<file path="src/hdl/focr_pkg.sv">
package focr_pkg;

  // ---------------------------------------------------------------
  // command codes and reset values
  // ---------------------------------------------------------------
  localparam logic [7:0] FOCR_CMD_ACTION    = 8'hca;
  localparam logic [7:0] FOCR_CMD_FAULT_CFG = 8'hc8;
  localparam logic [7:0] FOCR_ACTION_RST    = 8'h00;
  localparam logic [7:0] FOCR_FAULT_CFG_RST = 8'h00;

  // ---------------------------------------------------------------
  // field positions
  // ---------------------------------------------------------------
  localparam int FOCR_RESP_LSB  = 6;
  localparam int FOCR_RETRY_LSB = 3;
  localparam int FOCR_DELAY_LSB = 0;
  localparam int FOCR_UNIT_LSB  = 2;

  // ---------------------------------------------------------------
  // encodings
  // ---------------------------------------------------------------
  localparam logic [1:0] FOCR_RESP_IGNORE   = 2'h0;
  localparam logic [1:0] FOCR_RESP_SHUTDOWN = 2'h3;
  localparam logic [2:0] FOCR_RETRY_NONE    = 3'h0;
  localparam logic [2:0] FOCR_RETRY_FOREVER = 3'h7;

  // unit codes 0..3 give 1, 4, 16, 256 ms as a left shift
  localparam logic [3:0] FOCR_UNIT_SHIFT0 = 4'h0;
  localparam logic [3:0] FOCR_UNIT_SHIFT1 = 4'h2;
  localparam logic [3:0] FOCR_UNIT_SHIFT2 = 4'h4;
  localparam logic [3:0] FOCR_UNIT_SHIFT3 = 4'h8;

  // ---------------------------------------------------------------
  // timing
  // ---------------------------------------------------------------
  localparam int unsigned FOCR_CLK_PERIOD_NS = 100;
  localparam int unsigned FOCR_MS_NS         = 1000000;
  localparam int unsigned FOCR_CYC_PER_MS    =
    FOCR_MS_NS / FOCR_CLK_PERIOD_NS;

  typedef struct packed {
    logic [1:0] resp;
    logic [2:0] retry;
    logic [2:0] delay;
  } focr_cfg_s;

  typedef enum logic [2:0] {
    FOCR_RUN     = 3'b000,
    FOCR_LIMIT   = 3'b001,
    FOCR_OFFWAIT = 3'b010,
    FOCR_LATCHED = 3'b011,
    FOCR_HALT    = 3'b100
  } focr_state_e;

endpackage : focr_pkg

</file>
<file path="src/hdl/focr_fault_response.sv">
`timescale 1ns/1ps
// Notes on behaviour
// - any fast overcurrent fault sets a sticky status bit and notifies host
// - response 00: keep running at normal current limit, never shut down
// - response 11: run at fast limit for the programmed delay
// - delay over and still limiting: shut down, apply retry field
// - retry 000: no restart, output off until fault cleared
// - retry 001..101: restart one to five times, count equals code
// - all permitted restarts failed: output off until fault cleared
// - restart starts spaced by delay field in the current fault unit
// - retry 111: restart without limit
// - retry 110: up to six restarts, then off until cleared
// - delay field d means two to the power d time units
// - unit field codes 00..11 select 1, 4, 16, 256 ms
// - retrying stops on command off, bias loss or other fault
module focr_fault_response
  import focr_pkg::*;
#(
  parameter int unsigned P_CYC_PER_MS = FOCR_CYC_PER_MS
) (
  input  wire logic       i_sys_clk,
  input  wire logic       i_rst_b,
  input  wire logic       i_cmd_wr,
  input  wire logic [7:0] i_cmd_code,
  input  wire logic [7:0] i_cmd_wdata,
  input  wire logic       i_fault_clear,
  input  wire logic       i_fast_fault,
  input  wire logic       i_in_limit,
  input  wire logic       i_off_cmd,
  input  wire logic       i_bias_ok,
  input  wire logic       i_other_fault,
  output logic [7:0]      o_cmd_rdata,
  output logic            o_output_en,
  output logic            o_fast_limit,
  output logic            o_fault_status,
  output logic            o_host_notify
);

  // ---------------------------------------------------------------
  // pin synchronisers
  // ---------------------------------------------------------------
  logic [4:0] sync1_q;
  logic [4:0] sync2_q;
  logic       fault_prev_q;

  always_ff @(posedge i_sys_clk) begin
    if (!i_rst_b) begin
      sync1_q      <= 5'h00;
      sync2_q      <= 5'h00;
      fault_prev_q <= 1'b0;
    end else begin
      sync1_q      <= {i_other_fault, i_bias_ok, i_off_cmd,
                       i_in_limit, i_fast_fault};
      sync2_q      <= sync1_q;
      fault_prev_q <= sync2_q[0];
    end
  end

  wire logic fault_s    = sync2_q[0];
  wire logic limit_s    = sync2_q[1];
  wire logic stop_s     = sync2_q[2] | ~sync2_q[3] | sync2_q[4];
  wire logic fault_rise = fault_s & ~fault_prev_q;

  // ---------------------------------------------------------------
  // command registers
  // ---------------------------------------------------------------
  focr_cfg_s  cfg_q;
  focr_cfg_s  cfg_d;
  logic [7:0] fcfg_q;
  logic [7:0] fcfg_d;
  logic [7:0] rdata_q;
  logic [7:0] rdata_d;

  always_comb begin
    cfg_d   = cfg_q;
    fcfg_d  = fcfg_q;
    if (i_cmd_wr && i_cmd_code == FOCR_CMD_ACTION) begin
      cfg_d = focr_cfg_s'(i_cmd_wdata);
    end
    if (i_cmd_wr && i_cmd_code == FOCR_CMD_FAULT_CFG) begin
      fcfg_d = i_cmd_wdata;
    end
    case (i_cmd_code)
      FOCR_CMD_ACTION:    rdata_d = cfg_q;
      FOCR_CMD_FAULT_CFG: rdata_d = fcfg_q;
      default:            rdata_d = 8'h00;
    endcase
  end

  always_ff @(posedge i_sys_clk) begin
    if (!i_rst_b) begin
      cfg_q   <= focr_cfg_s'(FOCR_ACTION_RST);
      fcfg_q  <= FOCR_FAULT_CFG_RST;
      rdata_q <= 8'h00;
    end else begin
      cfg_q   <= cfg_d;
      fcfg_q  <= fcfg_d;
      rdata_q <= rdata_d;
    end
  end

  // ---------------------------------------------------------------
  // delay length
  // ---------------------------------------------------------------
  logic [3:0]  unit_shift;
  logic [31:0] delay_cyc;

  always_comb begin
    case (fcfg_q[FOCR_UNIT_LSB +: 2])
      2'h0:    unit_shift = FOCR_UNIT_SHIFT0;
      2'h1:    unit_shift = FOCR_UNIT_SHIFT1;
      2'h2:    unit_shift = FOCR_UNIT_SHIFT2;
      default: unit_shift = FOCR_UNIT_SHIFT3;
    endcase
    // worst case 256 ms * 128 fits 32 bits at the default clock
    delay_cyc = P_CYC_PER_MS[31:0]
                << (unit_shift + {1'b0, cfg_q.delay});
  end

  // ---------------------------------------------------------------
  // response state machine
  // ---------------------------------------------------------------
  focr_state_e state_q;
  focr_state_e state_d;
  logic [31:0] tmr_q;
  logic [31:0] tmr_d;
  logic [2:0]  tries_q;
  logic [2:0]  tries_d;
  logic        status_q;
  logic        status_d;
  logic        notify_q;
  logic        notify_d;
  logic        outen_q;
  logic        outen_d;
  logic        fastlim_q;
  logic        fastlim_d;

  wire logic   shut_mode = (cfg_q.resp == FOCR_RESP_SHUTDOWN);
  wire logic   exhausted = (cfg_q.retry == FOCR_RETRY_NONE) ||
                           (cfg_q.retry != FOCR_RETRY_FOREVER &&
                            tries_q >= cfg_q.retry);

  always_comb begin
    state_d   = state_q;
    tmr_d     = tmr_q;
    tries_d   = tries_q;
    notify_d  = fault_rise;
    // set wins over a clear in the same cycle
    status_d  = fault_rise | (status_q & ~i_fault_clear);
    fastlim_d = shut_mode;
    case (state_q)
      FOCR_RUN: begin
        if (fault_s && shut_mode) begin
          state_d = FOCR_LIMIT;
          tmr_d   = delay_cyc;
        end
      end
      FOCR_LIMIT: begin
        if (!shut_mode) begin
          state_d = FOCR_RUN;
        end else if (tmr_q > 32'h1) begin
          tmr_d = tmr_q - 32'h1;
        end else if (limit_s) begin
          state_d = FOCR_OFFWAIT;
          tmr_d   = delay_cyc;
        end else begin
          state_d = FOCR_RUN;
        end
      end
      FOCR_OFFWAIT: begin
        if (exhausted) begin
          state_d = FOCR_LATCHED;
        end else if (tmr_q > 32'h1) begin
          tmr_d = tmr_q - 32'h1;
        end else begin
          state_d = FOCR_RUN;
          if (cfg_q.retry != FOCR_RETRY_FOREVER) begin
            tries_d = tries_q + 3'h1;
          end
        end
      end
      FOCR_LATCHED: begin
        if (i_fault_clear) begin
          state_d = FOCR_RUN;
          tries_d = 3'h0;
        end
      end
      FOCR_HALT: state_d = FOCR_RUN; // the stop override below holds it
      default: state_d = FOCR_RUN;
    endcase
    if (stop_s) begin
      state_d = FOCR_HALT;
      tries_d = 3'h0;
    end
    outen_d = (state_d == FOCR_RUN) || (state_d == FOCR_LIMIT);
  end

  always_ff @(posedge i_sys_clk) begin
    if (!i_rst_b) begin
      state_q   <= FOCR_HALT;
      tmr_q     <= 32'h0;
      tries_q   <= 3'h0;
      status_q  <= 1'b0;
      notify_q  <= 1'b0;
      outen_q   <= 1'b0;
      fastlim_q <= 1'b0;
    end else begin
      state_q   <= state_d;
      tmr_q     <= tmr_d;
      tries_q   <= tries_d;
      status_q  <= status_d;
      notify_q  <= notify_d;
      outen_q   <= outen_d;
      fastlim_q <= fastlim_d;
    end
  end

  assign o_cmd_rdata    = rdata_q;
  assign o_output_en    = outen_q;
  assign o_fast_limit   = fastlim_q;
  assign o_fault_status = status_q;
  assign o_host_notify  = notify_q;
endmodule : focr_fault_response

</file>
<file path="config.mk">
export PLATFORM = sky130hd
export DESIGN_NAME = focr_fault_response
export DESIGN_NICKNAME = d
export VERILOG_FILES = /design/src/hdl/focr_pkg.sv /design/src/hdl/focr_fault_response.sv
export SDC_FILE = /design/constraint.sdc
export NUM_CORES = 1
export LEC_CHECK = 0
export BUFFER_PORTS_ARGS = -buffer_cell sky130_fd_sc_hd__buf_4
export CAP_MARGIN = 10
export CELL_PAD_IN_SITES_DETAIL_PLACEMENT = 1
export CELL_PAD_IN_SITES_GLOBAL_PLACEMENT = 2
export CORE_ASPECT_RATIO = 0.75
export CORE_MARGIN = 1.5
export CORE_UTILIZATION = 36
export CTS_BUF_LIST = sky130_fd_sc_hd__clkbuf_4 sky130_fd_sc_hd__clkbuf_8 sky130_fd_sc_hd__clkbuf_16
export DETAILED_ROUTE_END_ITERATION = 10
export PLACE_DENSITY = 0.79
export SLEW_MARGIN = 30
export SYNTH_ARGS = -nofsm -noshare
export SYNTH_HDL_FRONTEND = slang
export SYNTH_SLANG_ARGS = --single-unit
</file>
<file path="constraint.sdc">
create_clock -name i_sys_clk -period 3 [get_ports i_sys_clk]
set_input_delay 0.3 -clock i_sys_clk [delete_from_list [all_inputs] [get_ports i_sys_clk]]
set_output_delay 0.3 -clock i_sys_clk [all_outputs]
set_load 0.01 [all_outputs]
</file>
# == After elaboration in Yosys (flattened, before gate mapping) ==
# Index checks and enable logic that the tools add are counted.
# word_totals
elab_cells,86
out_inout_bits,12
reg_bits,77
in_bits,25
# op_classes
n_eq_ne,18
magnitude_cmp,2
bitwise,9
n_reduce_logical,15
add_sub_neg,3
shift,1
n_mux,23
# ops
operator,count
$mux 32,6
$pmux 32 s3,1
$mux 3,11
$gt 32x1->1 const B,1
$shl 14x4->32 const A,1
$sub 32x1->32 const B,1
$eq 8x8->1 const B,2
$pmux 8 s2,1
$ne 2x2->1 const B,7
$pmux 3 s4,1
$pmux 4 s3,1
$logic_not 3->1,3
$eq 3x1->1 const B,2
$eq 3x2->1 const B,2
$ne 3x3->1 const B,2
$pmux 3 s2,1
$reduce_and 6->1,1
$reduce_and 5->1,1
$add 4x3->4,1
$eq 2x2->1 const B,2
$logic_and 1x1->1,4
$not 1->1,4
$add 3x1->3 const B,1
$ge 3x3->1,1
9 further kinds,13

# == Depth between registers and ports, before layout ==
# depth
word_depth,8
mapped_depth,9
depth_no_buf,9

# == Worst setup path after synthesis ==
# OpenSTA, ideal clock, no wires.
# synth_path
kind,register to register
startpoint,register tmr_q[0]
endpoint,register tmr_q[30]
stages_incl_launch_ff,9
t_arrival_ps,2323
setup_time_ps,71
path_slack_ps,607
period_less_slack_ps,2393
cell_sequence,dfxtp_1 inv_1 ha_1 nor4b_1 nand3_1 nor4_2 nand2_1 or4_1 a21oi_1
# synth_via
elab_chain_cells,4
word_cells_on_any_way,10
classes_between,1 x add/sub; 1 x order compare; 2 x eq/ne; 5 x mux; 1 x reduce/logical
# synth_lines
element,line_no,source
"start, declared",focr_fault_response.sv:125,logic [31:0] tmr_q;
"start signal, assigned",focr_fault_response.sv:209,tmr_q <= tmr_d;
$sub 32x1->32 / $gt 32x1->1 (equally long branches),--,
"$mux 32, on equally long branches","focr_fault_response.sv:173, focr_fault_response.sv:161",
"$mux 32, on equally long branches","focr_fault_response.sv:171, focr_fault_response.sv:159",
$pmux 32 s3,focr_fault_response.sv:151,case (state_q)
# Parallel ways exist; a longest one is shown, timed or not. The select of a mux whose other input is x is not followed.
# A chain may end at the register's enable or synchronous reset.

# == Final worst setup path ==
# layout_path
startpoint,register tmr_q[0]
endpoint,register tmr_q[24]
# The elaborated chain is that of the path after synthesis.

==> results.json <==
{
  "outcome": "completed",
  "clock_skew_ps": 6.99,
  "fin_hold_ws_ps": 166,
  "endpoint_kind": "flip-flop",
  "top_layer": "met4",
  "drv_cap": 0,
  "first_global_vias": 3948,
  "synth.avg_cell_area_um2": 8.16,
  "routed-wl-met2_mm": 5.73,
  "powerDensity_nw_per_um2": 425,
  "drc": 0,
  "seq_area_frac_synth_pct": 36.8,
  "relSlewSlack_pct": 49.1,
  "firstDrtPassIters": 4,
  "post-dp-hpwl_mm": 9.38,
  "postLayoutCoreUtil_pct": 45.2,
  "worstSetupStartpointType": "flip-flop",
  "postCtsHoldBufs": 0,
  "final_common_cell": "dfxtp_1",
  "final_cell_mix": "dfxtp_1 (77), nor2_1 (62), buf_4 (58)",
  "route.met3.wl_um": 595,
  "yosys_most_used_dff": "dfxtp_1",
  "final_max_slew_viol_count": 0,
  "grt_pass1_wl_mm": 21.1,
  "final_cells": 700,
  "synth-edff-count": 0,
  "ys_warn_count": 0,
  "postRouteAntennaNets": 0,
  "clkTransAtPathRegs_ps": 60,
  "fmax_mhz": 370,
  "die_w_um": 128,
  "m1WireLength_mm": 6.58,
  "place_inst": 685,
  "grt_max_degree": 41,
  "root_buffer": "clkbuf_16",
  "cts_buffers": 9,
  "design_area_um2": 5020,
  "critPathSlowestCell": "nor2_1",
  "syn_area_um2": 4190,
  "reg2reg_from": "tmr_q[0]",
  "routed_wirelength_mm": 13.0,
  "post-route-period-util_pct": 90.2,
  "ys_types": 61,
  "die_h_um": 96.4,
  "grt.overflow.total": 0,
  "vias_per_cell": 5.71,
  "hold_start": "i_in_limit",
  "io_buffer_count": 36,
  "final_hold_viol_count": 0,
  "placed_area_um2": 4750,
  "yosysTopAreaCell": "dfxtp_1",
  "synthTopCellsByArea": "dfxtp_1 (37%), mux2i_1 (7.9%), nor2_1 (5.6%), a21oi_1 (4.4%), nand2_1 (4.3%)",
  "total_power_mw": 2.13,
  "ctsResizeCount": 0,
  "min_path_type": "in -> reg",
  "r2r-end": "tmr_q[24]",
  "crit_family": "simple AND/OR/NAND/NOR gates",
  "die-area_um2": 12300,
  "drt_iter0_drc": 170,
  "critPathBufInv": 1,
  "rsz0062_at_grt": "false",
  "r2r_setup_slack_ps": 290,
  "syn-instance-count": 513,
  "clock-sinks": 77,
  "track_usage_pct": 22.5,
  "gp_congestion": 0.820,
  "wl_per_cell_um": 18.6,
  "whs_path_depth": 2,
  "setup_slack_ps": 294,
  "setup_violations": 0,
  "clock_latency_ps": 340,
  "crit_chain": "inv_1, ha_1, o21bai_1, nor4_1, and4_1, nor2_1, o21ai_0, a2111oi_1",
  "r2r_cells": 8,
  "post-cts-setup-buffers": 0,
  "cpPeakStageDelay_ps": 600,
  "ys_async_sr_fraction_pct": 0,
  "antenna_cells": 0,
  "antenna_found_initial": 0,
  "leakage_nw": 2.10,
  "synth-seq-cells": 77,
  "synth_nets": 551,
  "tns_ps": 0,
  "clockBufferDepth": 2,
  "required_ps": 3230,
  "num_io_pins": 37,
  "criticalPathCategory": "reg -> reg",
  "worst_slew_pin_slew_ps": 761,
  "pre_cts_ws_ps": 356,
  "area_growth_pct": 19.9,
  "max-vdd-ir-drop_mv": 0.260,
  "cp.arrival_ps": 2940,
  "synth_top_area_share_pct": 36.8,
  "holdPathEnd": "sync1_q[1]",
  "fin_crit_ps": 2710,
  "h-tree-depth": 3,
  "crit_fanout": 9,
  "drive_above_1_share_pct": 16.4,
  "core_area_um2": 11100,
  "num_rows": 33,
  "start_util_pct": 37.7,
  "fin_nets": 594,
  "cts_tree": "built",
  "vias": 3994
}
==> worst max-delay path by stage <==
stage          startpoint  cells after the start  slack, ps   endpoint
6_report         tmr_q[0]                      8        290  tmr_q[24]
5_1_grt         tmr_q[17]                      7         70  tmr_q[11]
4_1_cts         tmr_q[17]                      7        330  tmr_q[11]
3_5_place_dp     tmr_q[0]                      8        360  tmr_q[24]
3_3_place_gp    tmr_q[17]                      6        390  tmr_q[27]
2_1_floorplan    tmr_q[0]                      8        610  tmr_q[30]
==> synth_stat cells (3+ instances only) <==
| master | count |
|---|---|
| or4_1 | 5 |
| nand4_1 | 9 |
| dfxtp_1 | 77 |
| mux2i_1 | 33 |
| nand2b_1 | 6 |
| o21ai_0 | 23 |
| and2_1 | 14 |
| ha_1 | 12 |
| a2111oi_1 | 3 |
| a32o_1 | 3 |
| nor2b_1 | 6 |
| o32ai_1 | 7 |
| o21a_1 | 3 |
| o22ai_1 | 7 |
| nand3_1 | 16 |
| clkbuf_1 | 27 |
| a21oi_1 | 37 |
| o211ai_1 | 3 |
| nor3_1 | 15 |
| or2_2 | 4 |
| a211oi_1 | 5 |
| nor4_1 | 12 |
| nor2_1 | 62 |
| and3_1 | 5 |
| a22oi_1 | 3 |
| nand2_1 | 48 |
| inv_1 | 11 |
| or3_1 | 9 |
| o31ai_1 | 5 |
==> routing by layer <==
| layer | vias up | track usage [%] |
|---|---|---|
| met5 | - | 0 |
| met4 | 0 | 5.11 |
| met3 | 8 | 4.07 |
| met2 | 79 | 36.5 |
| met1 | 1938 | 31.3 |
| li1 | 1969 | - |
==> area by class of cell <==
cell class | instances | area [um^2]
clock buffer | 10 | 233
clock inverter | 5 | 37.5
fill | 1324 | 6090
inverter | 12 | 45.0
multi-input combinational | 395 | 2490
sequential | 77 | 1540
tap | 140 | 175
timing repair buffer | 61 | 495
==> registers in the layout (all words and copies together), names as in the netlist <==
register,flops
o_host_notify,1
tmr_q,32
state_q,3
fcfg_q,8
fault_prev_q,1
o_fault_status,1
sync2_q,5
o_cmd_rdata,8
tries_q,3
cfg_q,8
sync1_q,5
o_fast_limit,1
o_output_en,1
==> report_power, final <==
part | internal [mW] | switching, mW
logic | 0.0338 | 0.0368
clock network | 0.568 | 0.460
registers | 1.03 | 0.00310
total | 1.63 | 0.499
==> cell families after synthesis <==
logic type	share of synthesized area, %
compound gates	18.5
xor+xnor	0.419
fa+ha+maj	4.07
buf+inv	3.71
flops	36.8
mux	8.43
simple gates	28.0
Power figures use the tool's default switching activity.
